## src/shared/tmr_cmp_dt_pkg.sv

```systemverilog
// Shared constants and carriers for the compare-five / dead-time / readback register block.
// Assumes one timer clock; every user of these names writes tmr_cmp_dt_pkg::name.
package tmr_cmp_dt_pkg;

    // ************************************************************
    // Register word indexes (byte address is four times the index)
    // ************************************************************
    localparam logic [31:0] IDX_DEAD_TIME_VALUE_ZERO  = 32'h0FFFF58E;
    localparam logic [31:0] IDX_COMPARE_VALUE_FIVE    = 32'h0FFFF590;
    localparam logic [31:0] IDX_MAIN_COUNTER_READBACK = 32'hFFFFF5A6;
    localparam logic [31:0] IDX_SUB_COUNTER_READBACK  = 32'hFFFFF5A8;
    localparam logic [31:0] IDX_DEAD_TIME_ZERO_ALIAS  = 32'hFFFFFB44;
    localparam logic [31:0] IDX_COMPARE_FIVE_ALIAS    = 32'hFFFFFB46;
    localparam logic [31:0] IDX_COMPARE_CONTROL       = 32'hFFFFFB60;

    // ************************************************************
    // Field layouts and reset values
    // ************************************************************
    localparam int          DT_MSB            = 9;
    localparam int          DT_LSB            = 1;
    localparam logic [15:0] DT_FIELD_MASK     = 16'h03FE;
    localparam logic [15:0] RESET_VALUE       = 16'h0000;
    localparam logic [15:0] IDLE_COUNT        = 16'hFFFF;
    localparam logic [15:0] IDLE_COUNT_HA     = 16'hFFFE;
    localparam logic [15:0] LSB_CLEAR_MASK    = 16'hFFFE;
    localparam int          CTL_IMMEDIATE_BIT = 0;
    localparam int          CTL_ADC_SEL_BIT   = 1;
    localparam logic [1:0]  CTL_RESET         = 2'h0;
    localparam logic [1:0]  FULL_HALFWORD     = 2'h3;

    // ************************************************************
    // Operating modes of the timer
    // ************************************************************
    typedef enum logic [3:0] {
        MODE_INTERVAL     = 4'h0,
        MODE_EXT_EVENT    = 4'h1,
        MODE_FREE_RUN     = 4'h2,
        MODE_ONE_SHOT     = 4'h3,
        MODE_PWM          = 4'h4,
        MODE_EXT_TRIGGER  = 4'h5,
        MODE_TRI_PWM      = 4'h6,
        MODE_HA_TRI_PWM   = 4'h7,
        MODE_DT_PWM       = 4'h8,
        MODE_EXC_120      = 4'h9,
        MODE_SPECIAL_120  = 4'hA,
        MODE_SPECIAL_PATT = 4'hB
    } timer_mode_e;

    // ************************************************************
    // Carriers
    // ************************************************************
    typedef struct packed {
        timer_mode_e mode;
        logic        timer_run_bit;
        logic        dead_time_select_bit;
        logic        counting;
        logic        reload_point;
        logic [15:0] main_count;
        logic [15:0] sub_count;
    } timer_state_s;

    typedef struct packed {
        logic [15:0] dead_time;
        logic        dead_time_run;
        logic        dead_time_insert;
        logic [15:0] compare_active;
    } dead_time_out_s;

endpackage

```

## src/hw/tmr_cmp_dt_regs.sv

```systemverilog
// Compare-five, dead-time-zero and counter readback registers behind an APB slave.
// Assumes the rest of the timer supplies mode, run bit, counters and reload points on clk_i.
`timescale 1ns/1ps

// Notes on behaviour
// - Compare-five alias reaches same value.
// - Compare-five match can trigger A/D.
// - These registers use whole 16-bit accesses.
// - Any reset zeroes compare and dead-time.
// - High-accuracy mode ignores compare bit zero.
// - Reload-type modes apply writes at reload.
// - Simple counting modes apply writes immediately.
// - High-accuracy mode selects reload or immediate.
// - Counter readbacks are read-only 16-bit.
// - Readbacks zero on reset or stop.
// - Before counting, main readback shows ones.
// - High-accuracy mode reads bit zero zero.
// - Sub-counter works only in two modes.
// - Dead-time value bits nine to one.
// - Dead-time counter runs in listed modes.
// - Zero dead-time inserts no dead time.
// - Dead-time alias reaches same value.
module tmr_cmp_dt_regs
(
    input  wire logic                           clk_i,
    input  wire logic                           rst_i,
    input  wire logic                           psel_i,
    input  wire logic                           penable_i,
    input  wire logic                           pwrite_i,
    input  wire logic [31:0]                    paddr_i,
    input  wire logic [31:0]                    pwdata_i,
    input  wire logic [3:0]                     pstrb_i,
    output logic      [31:0]                    prdata_o,
    output logic                                pready_o,
    output logic                                pslverr_o,
    input  wire tmr_cmp_dt_pkg::timer_state_s   timer_i,
    output tmr_cmp_dt_pkg::dead_time_out_s      dead_time_o,
    output logic                                adc_trigger_o
);

    // ************************************************************
    // Mode decode
    // ************************************************************
    logic ha_mode;
    logic reload_mode;
    logic adc_capable;
    logic sub_capable;
    logic dt_capable;

    // Mode classes used by the write policy, trigger and counters
    always_comb
    begin
        ha_mode     = (timer_i.mode == tmr_cmp_dt_pkg::MODE_HA_TRI_PWM);
        reload_mode = 1'b0;
        adc_capable = 1'b0;
        sub_capable = 1'b0;
        dt_capable  = 1'b0;
        unique case (timer_i.mode)
            tmr_cmp_dt_pkg::MODE_PWM:
            begin
                reload_mode = 1'b1;
                dt_capable  = timer_i.dead_time_select_bit;
            end
            tmr_cmp_dt_pkg::MODE_EXT_TRIGGER,
            tmr_cmp_dt_pkg::MODE_TRI_PWM:
            begin
                reload_mode = 1'b1;
            end
            tmr_cmp_dt_pkg::MODE_HA_TRI_PWM:
            begin
                adc_capable = 1'b1;
                sub_capable = 1'b1;
                dt_capable  = 1'b1;
            end
            tmr_cmp_dt_pkg::MODE_DT_PWM:
            begin
                reload_mode = 1'b1;
                adc_capable = 1'b1;
                sub_capable = 1'b1;
                dt_capable  = 1'b1;
            end
            tmr_cmp_dt_pkg::MODE_EXC_120:
            begin
                reload_mode = 1'b1;
                dt_capable  = 1'b1;
            end
            tmr_cmp_dt_pkg::MODE_SPECIAL_120:
            begin
                reload_mode = 1'b1;
                adc_capable = 1'b1;
                dt_capable  = 1'b1;
            end
            tmr_cmp_dt_pkg::MODE_SPECIAL_PATT:
            begin
                reload_mode = 1'b1;
                adc_capable = 1'b1;
                dt_capable  = timer_i.dead_time_select_bit;
            end
            default:
            begin
                // Free-running, event count, one-shot and interval keep defaults
                reload_mode = 1'b0;
            end
        endcase
    end

    // ************************************************************
    // APB decode
    // ************************************************************
    logic        access;
    logic        commit;
    logic        full_half;
    logic        hit_cmp;
    logic        hit_dt;
    logic        hit_main;
    logic        hit_sub;
    logic        hit_ctl;
    logic        bad_access;
    logic [15:0] wr_half;

    // Word index compare on the upper address bits
    // Byte lanes inside the word are not decoded; strobes judge partial writes
    always_comb
    begin
        access    = psel_i & penable_i & ~pready_o;
        commit    = psel_i & penable_i & pready_o & pwrite_i & ~pslverr_o;
        full_half = (pstrb_i[1:0] == tmr_cmp_dt_pkg::FULL_HALFWORD);
        wr_half   = pwdata_i[15:0];
        hit_cmp   = (paddr_i[31:2] == tmr_cmp_dt_pkg::IDX_COMPARE_VALUE_FIVE[29:0])
                  | (paddr_i[31:2] == tmr_cmp_dt_pkg::IDX_COMPARE_FIVE_ALIAS[29:0]);
        hit_dt    = (paddr_i[31:2] == tmr_cmp_dt_pkg::IDX_DEAD_TIME_VALUE_ZERO[29:0])
                  | (paddr_i[31:2] == tmr_cmp_dt_pkg::IDX_DEAD_TIME_ZERO_ALIAS[29:0]);
        hit_main  = (paddr_i[31:2] == tmr_cmp_dt_pkg::IDX_MAIN_COUNTER_READBACK[29:0]);
        hit_sub   = (paddr_i[31:2] == tmr_cmp_dt_pkg::IDX_SUB_COUNTER_READBACK[29:0]);
        hit_ctl   = (paddr_i[31:2] == tmr_cmp_dt_pkg::IDX_COMPARE_CONTROL[29:0]);
        // Partial compare and dead-time writes and writes to readbacks are refused, not merged
        bad_access = ~(hit_cmp | hit_dt | hit_main | hit_sub | hit_ctl)
                   | (pwrite_i & ~full_half & (hit_cmp | hit_dt))
                   | (pwrite_i & (hit_main | hit_sub));
    end

    // ************************************************************
    // Registers written by software
    // ************************************************************
    logic [15:0] compare_buffer;
    logic [15:0] compare_active;
    logic [15:0] dead_time;
    logic [1:0]  control;
    logic        write_now;

    // Immediate rewrite when stopped, in simple modes, or when selected in high-accuracy mode
    // A write while stopped must reach the comparator, or the first period
    // after start would run on a stale value
    always_comb
    begin
        write_now = ~timer_i.timer_run_bit
                  | ~(reload_mode | ha_mode)
                  | (ha_mode & control[tmr_cmp_dt_pkg::CTL_IMMEDIATE_BIT]);
    end

    // Compare value seen by software; both addresses land here
    always_ff @(posedge clk_i)
    begin
        if (rst_i)
        begin
            compare_buffer <= tmr_cmp_dt_pkg::RESET_VALUE;
        end
        else if (commit & hit_cmp)
        begin
            compare_buffer <= wr_half;
        end
    end

    // Compare value used by the comparator; an immediate write in the reload edge's cycle wins
    // Limitation: a second write before the reload replaces the pending value
    always_ff @(posedge clk_i)
    begin
        if (rst_i)
        begin
            compare_active <= tmr_cmp_dt_pkg::RESET_VALUE;
        end
        else if (commit & hit_cmp & write_now)
        begin
            compare_active <= wr_half;
        end
        else if (timer_i.reload_point)
        begin
            compare_active <= compare_buffer;
        end
    end

    // Dead-time value; only bits nine to one are stored
    // Dropping the fixed bits here means reads need no masking later
    always_ff @(posedge clk_i)
    begin
        if (rst_i)
        begin
            dead_time <= tmr_cmp_dt_pkg::RESET_VALUE;
        end
        else if (commit & hit_dt)
        begin
            dead_time <= wr_half & tmr_cmp_dt_pkg::DT_FIELD_MASK;
        end
    end

    // Control bits: rewrite method select and A/D trigger select
    // Only byte lane zero carries them; other lanes are ignored
    always_ff @(posedge clk_i)
    begin
        if (rst_i)
        begin
            control <= tmr_cmp_dt_pkg::CTL_RESET;
        end
        else if (commit & hit_ctl & pstrb_i[0])
        begin
            control <= pwdata_i[1:0];
        end
    end

    // ************************************************************
    // Counter readbacks
    // ************************************************************
    logic [15:0] main_readback;
    logic [15:0] sub_readback;
    logic [15:0] lsb_mask;

    // High-accuracy mode hides bit zero of both readbacks
    always_comb
    begin
        lsb_mask = ha_mode ? tmr_cmp_dt_pkg::LSB_CLEAR_MASK : 16'hFFFF;
    end

    // Main readback: zero when stopped, idle pattern until counting begins
    // Registered, so a read sees the count one clock old; this keeps
    // the read mux shallow at the cost of a lag software cannot resolve
    always_ff @(posedge clk_i)
    begin
        if (rst_i | ~timer_i.timer_run_bit)
        begin
            main_readback <= tmr_cmp_dt_pkg::RESET_VALUE;
        end
        else if (~timer_i.counting)
        begin
            main_readback <= ha_mode ? tmr_cmp_dt_pkg::IDLE_COUNT_HA
                                     : tmr_cmp_dt_pkg::IDLE_COUNT;
        end
        else
        begin
            main_readback <= timer_i.main_count & lsb_mask;
        end
    end

    // Sub readback follows the sub-counter only where it exists
    // Outside its two modes the sub-counter input is not trusted, so show zero
    always_ff @(posedge clk_i)
    begin
        if (rst_i | ~timer_i.timer_run_bit)
        begin
            sub_readback <= tmr_cmp_dt_pkg::RESET_VALUE;
        end
        else if (sub_capable & timer_i.counting)
        begin
            sub_readback <= timer_i.sub_count & lsb_mask;
        end
        else
        begin
            sub_readback <= tmr_cmp_dt_pkg::RESET_VALUE;
        end
    end

    // ************************************************************
    // APB answer: one wait state, then pready for one cycle
    // ************************************************************
    logic [31:0] next_rdata;

    // Read mux; upper half always zero
    always_comb
    begin
        next_rdata = 32'h00000000;
        if (hit_cmp)
        begin
            next_rdata[15:0] = compare_buffer;
        end
        else if (hit_dt)
        begin
            next_rdata[15:0] = dead_time;
        end
        else if (hit_main)
        begin
            next_rdata[15:0] = main_readback;
        end
        else if (hit_sub)
        begin
            next_rdata[15:0] = sub_readback;
        end
        else if (hit_ctl)
        begin
            next_rdata[1:0] = control;
        end
    end

    // Registered answer keeps every bus output straight from a flop
    // A fixed single wait state costs one cycle per access but no timing risk
    always_ff @(posedge clk_i)
    begin
        if (rst_i)
        begin
            pready_o  <= 1'b0;
            pslverr_o <= 1'b0;
            prdata_o  <= 32'h00000000;
        end
        else if (access)
        begin
            pready_o  <= 1'b1;
            pslverr_o <= bad_access;
            prdata_o  <= (pwrite_i | bad_access) ? 32'h00000000 : next_rdata;
        end
        else
        begin
            pready_o  <= 1'b0;
            pslverr_o <= 1'b0;
            prdata_o  <= 32'h00000000;
        end
    end

    // ************************************************************
    // Compare match and dead-time outputs
    // ************************************************************
    logic cmp_match;

    // Bit zero of the compare value drops out in high-accuracy mode
    // The match feeds a flop, so the trigger lags the match by one clock
    always_comb
    begin
        cmp_match = ((timer_i.main_count & lsb_mask) == (compare_active & lsb_mask));
    end

    // A/D trigger pulse on a match while counting in a capable mode
    always_ff @(posedge clk_i)
    begin
        if (rst_i)
        begin
            adc_trigger_o <= 1'b0;
        end
        else
        begin
            adc_trigger_o <= cmp_match & timer_i.counting & timer_i.timer_run_bit
                           & adc_capable & control[tmr_cmp_dt_pkg::CTL_ADC_SEL_BIT];
        end
    end

    // Dead-time controls for the output stage; zero value means no insertion
    // Insertion needs a non-zero value even where the counter is enabled
    always_ff @(posedge clk_i)
    begin
        if (rst_i)
        begin
            dead_time_o <= '0;
        end
        else
        begin
            dead_time_o.dead_time        <= dead_time;
            dead_time_o.dead_time_run    <= dt_capable & timer_i.timer_run_bit;
            dead_time_o.dead_time_insert <= dt_capable & timer_i.timer_run_bit
                                          & (dead_time != tmr_cmp_dt_pkg::RESET_VALUE);
            dead_time_o.compare_active   <= compare_active;
        end
    end

endmodule // tmr_cmp_dt_regs

```

## config.mk

```make
export PLATFORM = sky130hd
export DESIGN_NAME = tmr_cmp_dt_regs
export DESIGN_NICKNAME = d
export VERILOG_FILES = /design/src/shared/tmr_cmp_dt_pkg.sv /design/src/hw/tmr_cmp_dt_regs.sv
export SDC_FILE = /design/constraint.sdc
export NUM_CORES = 1
export LEC_CHECK = 0
export ABC_CLOCK_PERIOD_IN_PS = 2700
export BUFFER_PORTS_ARGS = -buffer_cell sky130_fd_sc_hd__buf_2
export CORE_MARGIN = 2
export CORE_UTILIZATION = 40
export CTS_CLUSTER_SIZE = 10
export DETAILED_ROUTE_END_ITERATION = 10
export PLACE_DENSITY = 0.64
export SLEW_MARGIN = 30
export SYNTH_ARGS = -nofsm -noshare
export SYNTH_HDL_FRONTEND = slang
export SYNTH_SLANG_ARGS = --single-unit
```

## constraint.sdc

```tcl
create_clock -name clk_i -period 2.7 [get_ports clk_i]
set_clock_uncertainty 0.15 [all_clocks]
set_input_delay 0.54 -clock clk_i [delete_from_list [all_inputs] [get_ports clk_i]]
set_output_delay 0.54 -clock clk_i [all_outputs]
set_load 0.1 [all_outputs]
```

; ---- Word level (Yosys, flattened, before mapping)
; Index checks and enable logic that the tools add are counted.
[op_classes]
n_eq_ne = 17
mux = 15
n_bitwise = 46
n_reduce_logical = 10
[ops]
columns = cell, n
row1 = $eq A30 B30 Y1 const B, 5
row2 = $mux W16, 6
row3 = $eq A30 B28 Y1 const B, 2
row4 = $and A16 B16 Y16, 3
row5 = $and A1 B1 Y1, 21
row6 = $eq A16 B16 Y1, 1
row7 = $eq A4 B3 Y1 const B, 4
row8 = $eq A4 B4 Y1 const B, 4
row9 = $reduce_bool A16 Y1, 1
row10 = $mux W14, 1
row11 = $or A1 B1 Y1, 14
row12 = $not A1 Y1, 8
row13 = $reduce_or A2 Y1, 4
row14 = $reduce_or A4 Y1, 2
row15 = $reduce_or A7 Y1, 1
row16 = $mux W1, 5
row17 = $mux W2, 2
row18 = $reduce_or A3 Y1, 1
row19 = $eq A2 B2 Y1 const B, 1
row20 = $pmux W1 S2, 1
row21 = $reduce_bool A2 Y1, 1
[word_totals]
regBits = 137
in_bits = 113
output_inout_bits = 69
wordCells = 103

; ---- Depth between registers and ports, before layout
; Gate-level depths: netlist (run 1).
[logic_depth]
word_depth = 11
ltp_mapped = 8
ltp_nobuf = 6

; ---- Least setup slack after synthesis (run 1)
; OpenSTA, ideal clock, no wires.
[synth_timing]
path_type = input -> register
start = input port paddr_i[23]
end = register prdata_o[10]
setup_ns = 0.117
arrival_ns = 2.164
required_ns = 2.433
slack_ns = 0.269
path_stages = 6
path_buffers = 0
path_cell_list = nand4_1 -> or4_1 -> nor3_4 -> mux2_1 -> a22oi_1 -> nor2_2
[synth_between]
elab_chain_cells = 11
elab_cells_between_ends = 25
cone_classes = eq/ne: 7 / mux: 4 / bitwise: 13 / reduce/logical: 1
[synth_lines]
columns = element, line
row1 = "start, declared", tmr_cmp_dt_regs.sv:30  ; input wire logic [31:0] paddr_i,
row2 = "$eq A30 B28 Y1, or another cell as far along", tmr_cmp_dt_regs.sv:129  ; hit_cmp = (paddr_i[31:2] == tmr_cmp_dt_pkg::IDX_COMPARE_VALUE_FIVE[29:0])
row3 = $or A1 B1 Y1 (on tied branches), "tmr_cmp_dt_regs.sv:130, tmr_cmp_dt_regs.sv:132"
row4 = $or A1 B1 Y1, "tmr_cmp_dt_regs.sv:137, tmr_cmp_dt_regs.sv:138"
row5 = $or A1 B1 Y1 (3 in a row), tmr_cmp_dt_regs.sv:137  ; bad_access = ~(hit_cmp | hit_dt | hit_main | hit_sub | hit_ctl)
row6 = $not A1 Y1, tmr_cmp_dt_regs.sv:137
row7 = $or A1 B1 Y1, tmr_cmp_dt_regs.sv:138  ; | (pwrite_i & ~full_half & (hit_cmp | hit_dt))
row8 = $or A1 B1 Y1, tmr_cmp_dt_regs.sv:139  ; | (pwrite_i & (hit_main | hit_sub));
row9 = $or A1 B1 Y1, tmr_cmp_dt_regs.sv:316  ; prdata_o <= (pwrite_i | bad_access) ? 32'h00000000 : next_rdata;
row10 = $reduce_or A3 Y1 (no line), --
row11 = "end signal, assigned", tmr_cmp_dt_regs.sv:316
row12 = "end, declared", tmr_cmp_dt_regs.sv:33  ; output logic [31:0] prdata_o,
; Several ways; a longest one is shown, not always the timed one.
; A chain may end at the register's enable or synchronous reset.

; ---- Final worst setup path (run 1)
[layout_timing]
start = input port paddr_i[30]
end = register dead_time[9]
[layout_between]
elab_chain_cells = 3
elab_cells_between_ends = 4
cone_classes = eq/ne: 2 / bitwise: 2
[layout_lines]
columns = element, line
row1 = $eq A30 B28 Y1 or $eq A30 B30 Y1 (tied branches), "tmr_cmp_dt_regs.sv:131, tmr_cmp_dt_regs.sv:132"
row2 = $or A1 B1 Y1 *, tmr_cmp_dt_regs.sv:132  ; | (paddr_i[31:2] == tmr_cmp_dt_pkg::IDX_DEAD_TIME_ZERO_ALIAS[29:0]);
row3 = $and A1 B1 Y1 *, tmr_cmp_dt_regs.sv:200  ; else if (commit & hit_dt)
row4 = "end signal, assigned", tmr_cmp_dt_regs.sv:198  ; dead_time <= tmr_cmp_dt_pkg::RESET_VALUE;
row5 = "end signal, assigned", tmr_cmp_dt_regs.sv:202  ; dead_time <= wr_half & tmr_cmp_dt_pkg::DT_FIELD_MASK;
row6 = "end, declared", tmr_cmp_dt_regs.sv:147  ; logic [15:0] dead_time;
; Every way passes the cells marked *; elsewhere a longest branch is shown, timed or not.

==> flow_summary_export.csv, run 1 <==
group,metric,value,unit
power,power_density,658,nW/um^2
logic_synthesis,ys_types,55,
clocking,clk_pin_slew_worst_paths,0.05,ns
clocking,cts_buffers,17,
layout,finalNonFillerCells,868,
clocking,ctsResizeCount,0,
global_routing,first_global_vias,4316,
clocking,clk_path_buf_depth,2,
global_routing,grt_max_degree,69,
clocking,cts_root_buf,"clkbuf_16",
placement,gp_congestion,0.866,
timing,period_share,0.834,
drt,wl_per_cell,15.9,um
floorplanning,die_width,118,um
drt,via_per_inst,5.01,
timing,setup_violations,0,
floorplanning,die_h,118,um
clocking,cts_tree,"built",
timing,period_needed,2.25,ns
logic_synthesis,yosysSeqAreaShare,0.469,
logic_synthesis,netlist_area,5170,sq um
logic_synthesis,synth_edf_count,0,
timing,final-max-slew-violation-count,0,
global_routing,grt_first_pass_wirelength,22000,um
floorplanning,initial_core_util,0.409,
clocking,ctsHoldBuffers,0,
logic_synthesis,synth_top_area_frac,0.469,
drt,vias,4351,
clocking,cts_setup_buffers,0,
drt,drc,0,
clocking,htree_levels,4,
drt,firstDrtPassIters,4,
logic_synthesis,synth_top_area_cell,"dfxtp_1",
layout,seq_area,2420,sq um
setup_path,start_kind,"input port",
setup_path,path_class,"input port to flip-flop",
placement,dp.cells,838,
drt,wl,13800,um
placement,place_ws,0.0411,ns
power,leakage,2.90,nW
layout,drive_above_1_share,0.311,
timing,relSlewSlack,0.488,
run_status,status,"completed",
timing,rsz0062_at_grt,"false",
logic_synthesis,ys_seq_elements,121,
placement,dp_hpwl,10400,um
run,cap_violations,0,
setup_path,cp_data_required_time,2.83,ns
placement,port_buffers,138,
placement,placed_area,6060,sq um
drt,first_iter_violations,253,
timing,timing.final.ws_setup,0.448,ns
layout,finalInstanceArea,6630,sq um
logic_synthesis,synth_async_sr_flop_share,0,
timing,max_clock_freq,444,MHz
floorplanning,design.die.area,13800,sq um
logic_synthesis,ys_top_cells_by_area,"dfxtp_1 47%, mux2i_1 5.2%, nor2_1 4.6%, nor2b_1 3.6%, a21oi_1 3.6%",
layout,syn_to_final_growth,28.2,%
setup_path,rr_startpoint,"pready_o$_SDFF_PP0_",
timing,worst_slew_pin_slew,0.768,ns
global_routing,grt_overflow,0,
timing,timing.hold.ws,0.173,ns
layout,n_fill_cell,1183,
power,peakVddDrop,392,uV
min_path,hold_path_class,"input port to flip-flop",
logic_synthesis,syn_area_per_cell,9.64,sq um
layout,nets,798,
timing,finalSetupTns,0,ns
timing,finalHoldViolations,0,
drt,drtAntennaViolNets,0,
global_routing,grt.total_usage,0.204,
floorplanning,rows,41,
global_routing,antenna_found_initial,1,
clocking,clock-sinks,121,
logic_synthesis,synth-main-ff-cell,"dfxtp_1",
setup_path,critPathMaxFanout,9,
logic_synthesis,syn_inst,536,
floorplanning,ios,182,
layout,multi_input_area,2470,sq um
setup_path,end_kind,"flip-flop",
floorplanning,fp.coreArea,12600,sq um
min_path,hp-start,"timer_i[6]",
setup_path,crit_path_start,"paddr_i[30]",
setup_path,crit_arrival,2.38,ns
clocking,clock_latency,0.42,ns
logic_synthesis,synth_warnings,0,
[cell usage after synthesis (8+ instances only)]
master    number
dfxtp_1      121
nor2_1        64
a21oi_1       37
nor2b_1       30
mux2i_1       27
buf_4         24
clkbuf_1      18
and2_1        17
a211oi_1      16
inv_1         16
mux2_2        16
a22oi_1       15
nand2_1       10
a221oi_1       9
nand4_1        9
nor4_1         9
xnor2_1        9
nand3_1        8
[routing by layer]
| layer | up-vias | global-route usage | part of all wire |
|---|---|---|---|
| met5 | - | 0 | 0 |
| met4 | 0 | 0.0813 | 0.021 |
| met3 | 22 | 0.0596 | 0.069 |
| met2 | 151 | 0.326 | 0.46 |
| met1 | 2032 | 0.258 | 0.45 |
| li1 | 2146 | - | - |
[cell usage in the layout (no fill, tap or decap), drive strengths merged, types with 9 or more instances in the layout]
cell,count
a211oi,16
conb,23
a21oi,38
nor2b,30
nor4,11
mux2,22
a221oi,9
nand2,10
dfxtp,121
nor2,70
buf,158
clkbuf,20
a22oi,15
inv,16
mux2i,27
and2,17
xnor2,9
nand4,9
[cell type report]
cell class	count	area share
Inverter	16	0.00907
Clock buffer	20	0.0659
Multi-Input combinational cell	371	0.373
Sequential cell	121	0.366
Timing Repair Buffer	158	0.134
Tap cell	172	0.0325
Antenna cell	1	0.000378
Clock inverter	9	0.0193
[through the flow]
step	power, mW	util
2_1_floorplan	2.12	-
3_3_place_gp	2.21	0.480
3_5_place_dp	2.22	0.480
4_1_cts	4.39	0.525
5_1_grt	4.49	0.525
6_report	4.36	0.525
[power breakdown]
group / switching [mW] / leakage, nW / internal (mW)
clock: 0.752 / 0.268 / 1.42
combinational: 0.281 / 1.66 / 0.0942
sequential: 0.00499 / 0.978 / 1.80
total: 1.04 / 2.90 / 3.32
[worst max-delay path, cell delays in order]
cell,delay (ns)
buf_2,0.12
or3_1,0.40
or4_1,0.51
nor4_1,0.19
o21ai_1,0.13
buf_4,0.23
mux2i_1,0.19
nor2_1,0.06
[flip-flops by register name, indices dropped and copies added, names as in the netlist]
register        cells
adc_trigger_o       1
compare_active     16
compare_buffer     16
control             2
dead_time           9
dead_time_o        27
main_readback      16
prdata_o           16
pready_o            1
pslverr_o           1
sub_readback       16
[path summary, 6_finish.rpt]
check                                                       to  slack (ns)  cells past startpoint
worst max-delay path                 dead_time[9]$_SDFFE_PP0P_        0.45                      8
worst min-delay path                sub_readback[6]$_SDFF_PP0_        0.17                      2
worst max register to register  compare_active[7]$_SDFFE_PP0P_        0.79                      6
worst min register to register      dead_time_o[11]$_SDFF_PP0_        0.35                      1
[kinds of logic after synthesis]
logic type	count (synthesis)	share of synthesized area
AO/OA/AOI/OAI	94	0.125
XOR/XNOR	16	0.0271
buffers and inverters	66	0.0707
flip-flops	121	0.469
multiplexers	49	0.100
other	1	0.000726
AND/OR/NAND/NOR	189	0.207
Power figures use the tool's default switching activity.
==> run 2, diff against run 1 <==
Settings changed: ABC_CLOCK_PERIOD_IN_PS 2700 to 2000, PLACE_DENSITY 0.64 to 0.67.
Clock period 2.7 ns to 2 ns, I/O delays scaled along.
==> flow_summary_export.csv, run 2 (synthesis gave the netlist of run 1 again) <==
group,metric,value,unit
timing,max_clock_freq,477,MHz
run_status,violations,"negative setup slack",
timing,timing.final.ws_setup,-0.0955,ns
setup_path,start_kind,"input port",
floorplanning,die_h,118,um
global_routing,grt_max_degree,70,
placement,dp.cells,860,
clocking,clock_latency,0.41,ns
drt,firstDrtPassIters,5,
timing,final-max-slew-violation-count,0,
setup_path,crit_arrival,2.24,ns
setup_path,critPathMaxFanout,6,
global_routing,grt_first_pass_wirelength,22400,um
drt,drtAntennaViolNets,0,
layout,post-route-util,0.579,
setup_path,path_class,"input port to flip-flop",
floorplanning,die_width,118,um
layout,n_antenna_cell,0,
setup_path,end_kind,"flip-flop",
timing,rsz0062_at_grt,"true",
placement,place_ws,-0.463,ns
power,peakVddDrop,637,uV
timing,period_needed,2.10,ns
floorplanning,fp.coreArea,12600,sq um
drt,wl,14900,um
layout,nets,838,
global_routing,grt.total_usage,0.205,
clocking,clk_pin_slew_worst_paths,0.06,ns
floorplanning,ios,182,
layout,finalNonFillerCells,910,
min_path,hold_path_class,"input port to flip-flop",
power,power_density,843,nW/um^2
clocking,clk_path_buf_depth,2,
power,leakage,3.22,nW
floorplanning,design.die.area,13800,sq um
drt,first_iter_violations,288,
run,cap_violations,0,
layout,mostFrequentLayoutCells,"135 x buf_2, 119 x dfxtp_1, 64 x nor2_1",
clocking,clock-sinks,121,
drt,vias,4577,
drt,drc,0,
placement,dp_hpwl,11000,um
timing,setup_violations,22,
setup_path,cp_data_required_time,2.15,ns
drt,via_per_inst,5.03,
timing,finalSetupTns,-0.584,ns
layout,largest-register,"dead_time_o",
floorplanning,rows,41,
global_routing,first_global_vias,4319,
placement,port_buffers,138,
layout,n_fill_cell,1109,
layout,syn_to_final_growth,41.3,%
clocking,cts_root_buf,"clkbuf_16",
layout,largest_reg_flops,27,
drt,wl_per_cell,16.3,um
clocking,cts_tree,"built",
clocking,htree_levels,4,
global_routing,antenna_found_initial,0,
global_routing,grt_overflow,0,
run_status,status,"finished with violations",
layout,drive_above_1_share,0.401,
clocking,ctsHoldBuffers,0,
clocking,cts_buffers,17,
floorplanning,initial_core_util,0.409,
layout,final_common_cell,"buf_2",
timing,finalHoldViolations,0,
timing,period_share,1.05,
placement,gp_congestion,0.876,
## run 2: changes by cell type in the layout (fill, tap and decap cells not counted), moves of 4 or more
cell / delta
buf_4: +28
a21oi_1: -10
a21oi_2: +9
buf_6: +7
a22oi_1: -6
a22oi_2: +6
buf_12: +4
clkbuf_16: +4
mux2i_1: -4
mux2i_2: +4
## run 2: where the power goes
| group | switching, mW | internal, mW | total, mW |
|---|---|---|---|
| Sequential | 0.00683 | 2.43 | 2.44 |
| Combinational | 0.400 | 0.159 | 0.559 |
| Clock | 1.08 | 2.07 | 3.15 |
| Total | 1.49 | 4.67 | 6.15 |
## run 2: worst paths after layout
path	start	endpoint	slack, ns	cells past startpoint
max	paddr_i[31]	compare_active[5]$_SDFFE_PP0P_	-0.1	9
min	timer_i[1]	sub_readback[1]$_SDFF_PP0_	0.03	2
max reg2reg	pready_o$_SDFF_PP0_	compare_active[5]$_SDFFE_PP0P_	0.20	8
min reg2reg	pready_o$_SDFF_PP0_	pready_o$_SDFF_PP0_	0.31	1
## run 2: area by class of cell
type                       count  area [sq um]  area share
tap                          172           215      0.0295
sequential                   121          2420       0.332
multi-input combinational    371          2650       0.362
clock inverter                13           176      0.0242
inverter                      16          60.1     0.00823
timing repair buffer         198          1350       0.184
clock buffer                  19           433      0.0593
## run 2: layer usage
metal / global-route usage / up-vias / part of all wire
met2: 0.318 / 179 / 0.47
met3: 0.0436 / 30 / 0.052
met4: 0.0926 / 0 / 0.031
li1: - / 2222 / -
met1: 0.275 / 2146 / 0.45
met5: 0 / - / 0
## run 2: worst max-delay path, cell delays in order
cell	delay, ns
buf_6	0.10
or3_4	0.40
nor4_4	0.27
nand4_1	0.22
a21boi_4	0.23
buf_12	0.16
clkbuf_16	0.15
a21oi_1	0.06
a211oi_1	0.26
## run 2: timing repair
item | CTS | global route
resized for setup | 4 | 30
setup buffers | 0 | 13
pin swaps | 2 | 21
setup endpoints to repair | 21 | 58
gates cloned | 0 | 5
## run 2: metrics by stage
step / hold slack, ns / instance area (sq um) / power [mW]
after floorplan: 0.299 / 5330 / 2.87
after global placement: 0.293 / 6330 / 3.02
after detailed placement: 0.306 / 6330 / 3.03
after CTS: 0.0242 / 6960 / 6.18
after global routing: 0.0309 / 7300 / 6.33
final: 0.0329 / 7300 / 6.15
==> run 3, diff against run 2 <==
Settings changed: CORE_UTILIZATION 40 to 44, PLACE_DENSITY 0.67 to 0.73.
==> flow_summary_export.csv, run 3 (synthesis gave the netlist of run 1 again) <==
group,metric,value,unit
run_status,status,"finished with violations",
power,finalPower,5.85,mW
layout,n_fill_cell,891,
placement,gp_congestion,0.918,
power,peakVddDrop,651,uV
clocking,clk_pin_slew_worst_paths,0.05,ns
placement,place_ws,-0.548,ns
floorplanning,initial_core_util,0.453,
layout,largest_reg_flops,27,
floorplanning,die_width,112,um
drt,via_per_inst,5.43,
layout,post-route-util,0.641,
min_path,hold_path_class,"input port to flip-flop",
timing,period_needed,2.13,ns
global_routing,grt_max_degree,35,
floorplanning,die_h,112,um
setup_path,cp_data_required_time,2.15,ns
placement,port_buffers,138,
layout,nets,844,
floorplanning,design.die.area,12600,sq um
timing,finalHoldViolations,0,
layout,largest-register,"dead_time_o",
global_routing,top_usage_layer,"met2",
drt,first_iter_violations,342,
global_routing,antenna_found_initial,0,
global_routing,grt.total_usage,0.238,
setup_path,path_class,"input port to flip-flop",
setup_path,critical-path-max-stage-delay,0.54,ns
clocking,clock-sinks,121,
floorplanning,fp.coreArea,11400,sq um
global_routing,grt_first_pass_wirelength,23600,um
timing,period_share,1.06,
power,swShare,0.250,
drt,vias,4805,
timing,timing.hold.ws,0.0360,ns
power,power_density,799,nW/um^2
timing,timing.final.ws_setup,-0.126,ns
power,power.share.combinational,0.099,
floorplanning,rows,39,
power,clockPowerShare,0.484,
layout,multi_input_area,2730,sq um
drt,wl,16000,um
setup_path,path_cells,"buf_6 -> or3_4 -> or4_4 -> nor4_4 -> o21ai_2 -> buf_4 -> mux2i_1 -> nor2_1",
clocking,cts_buffers,17,
run,cap_violations,0,
drt,firstDrtPassIters,5,
setup_path,crit_arrival,2.28,ns
layout,drive_above_1_share,0.415,
clocking,clock_latency,0.41,ns
layout,syn_to_final_growth,41.5,%
power,p_int,4.39,mW
layout,seq_area,2420,sq um
drt,drc,0,
global_routing,globalRouteMet3Util,0.0589,
timing,setup_violations,28,
timing,final-max-slew-violation-count,0,
drt,wl_per_cell,18.1,um
timing,worst_slew_pin_slew,0.694,ns
setup_path,critPathMaxFanout,4,
clocking,clk_path_buf_depth,2,
placement,placed_area,6240,sq um
layout,finalInstanceArea,7310,sq um
timing,max_clock_freq,470,MHz
setup_path,start_kind,"input port",
global_routing,met1_usage,0.305,
global_routing,grt_overflow,0,
timing,relSlewSlack,0.537,
global_routing,gr-usage-met2,0.392,
setup_path,cp_top_family,"simple AND/OR/NAND/NOR gates",
layout,final_common_cell,"buf_2",
layout,finalNonFillerCells,885,
layout,n_antenna_cell,0,
floorplanning,ios,182,
run_status,violations,"negative setup slack",
timing,finalSetupTns,-1.66,ns
clocking,cts_root_buf,"clkbuf_16",
setup_path,worst_path_max_delay_cell,"or4_4",
global_routing,first_global_vias,4602,
setup_path,end_kind,"flip-flop",
placement,dp.cells,830,
placement,dp_hpwl,10800,um
power,sequentialPowerShare,0.418,
timing,rsz0062_at_grt,"true",
clocking,cts_tree,"built",
clocking,htree_levels,4,
setup_path,path_buf_inv,2,
power,leakage,3.25,nW
layout,mostFrequentLayoutCells,"134 x buf_2, 119 x dfxtp_1, 64 x nor2_1",
drt,drtAntennaViolNets,0,
power,power.switching,1.46,mW
[run 3: power by group through the flow]
stage	combinational (mW)	clock [mW]	sequential, mW
after CTS	0.547	2.83	2.44
after floorplan	0.357	0	2.51
after global routing	0.607	2.95	2.44
after detailed placement	0.538	0	2.49
after global placement	0.531	0	2.49
final	0.577	2.83	2.44
[run 3: layout make-up]
cell class,instances,area share
clock buffer,23,0.0653
sequential,121,0.332
multi-input combinational,371,0.373
tap,143,0.0245
timing repair buffer,204,0.189
clock inverter,7,0.00941
inverter,16,0.00821
[run 3: worst paths after layout]
check / startpoint / cells past startpoint / slack [ns] / end
max reg2reg: pready_o$_SDFF_PP0_ / 8 / 0.17 / compare_buffer[15]$_SDFFE_PP0P_
min: timer_i[6] / 2 / 0.04 / sub_readback[6]$_SDFF_PP0_
max: paddr_i[30] / 8 / -0.13 / dead_time[1]$_SDFFE_PP0P_
min reg2reg: pready_o$_SDFF_PP0_ / 1 / 0.31 / pready_o$_SDFF_PP0_
[run 3: metal layers]
metal / vias up / part of all wire
met2: 272 / 0.48
met3: 44 / 0.087
met1: 2249 / 0.41
met4: 0 / 0.024
li1: 2240 / -
met5: - / 0
[run 3: what timing repair did]
item                                    CTS  global route
endpoints found under the setup margin   40            49
setup buffers                             4            17
gates resized for setup                  16            44
gates cloned                              1             3
hold buffers                              0             0
pin swaps                                15            25
[run 3: worst register-to-register path, delay by kind of cell, from the launching register on]
kind	cells	cell delay, ns
AND/OR/NAND/NOR	3	0.25
flip-flops	1	0.35
AO/OA/AOI/OAI	1	0.27
multiplexers	1	0.19
buffers and inverters	3	0.50
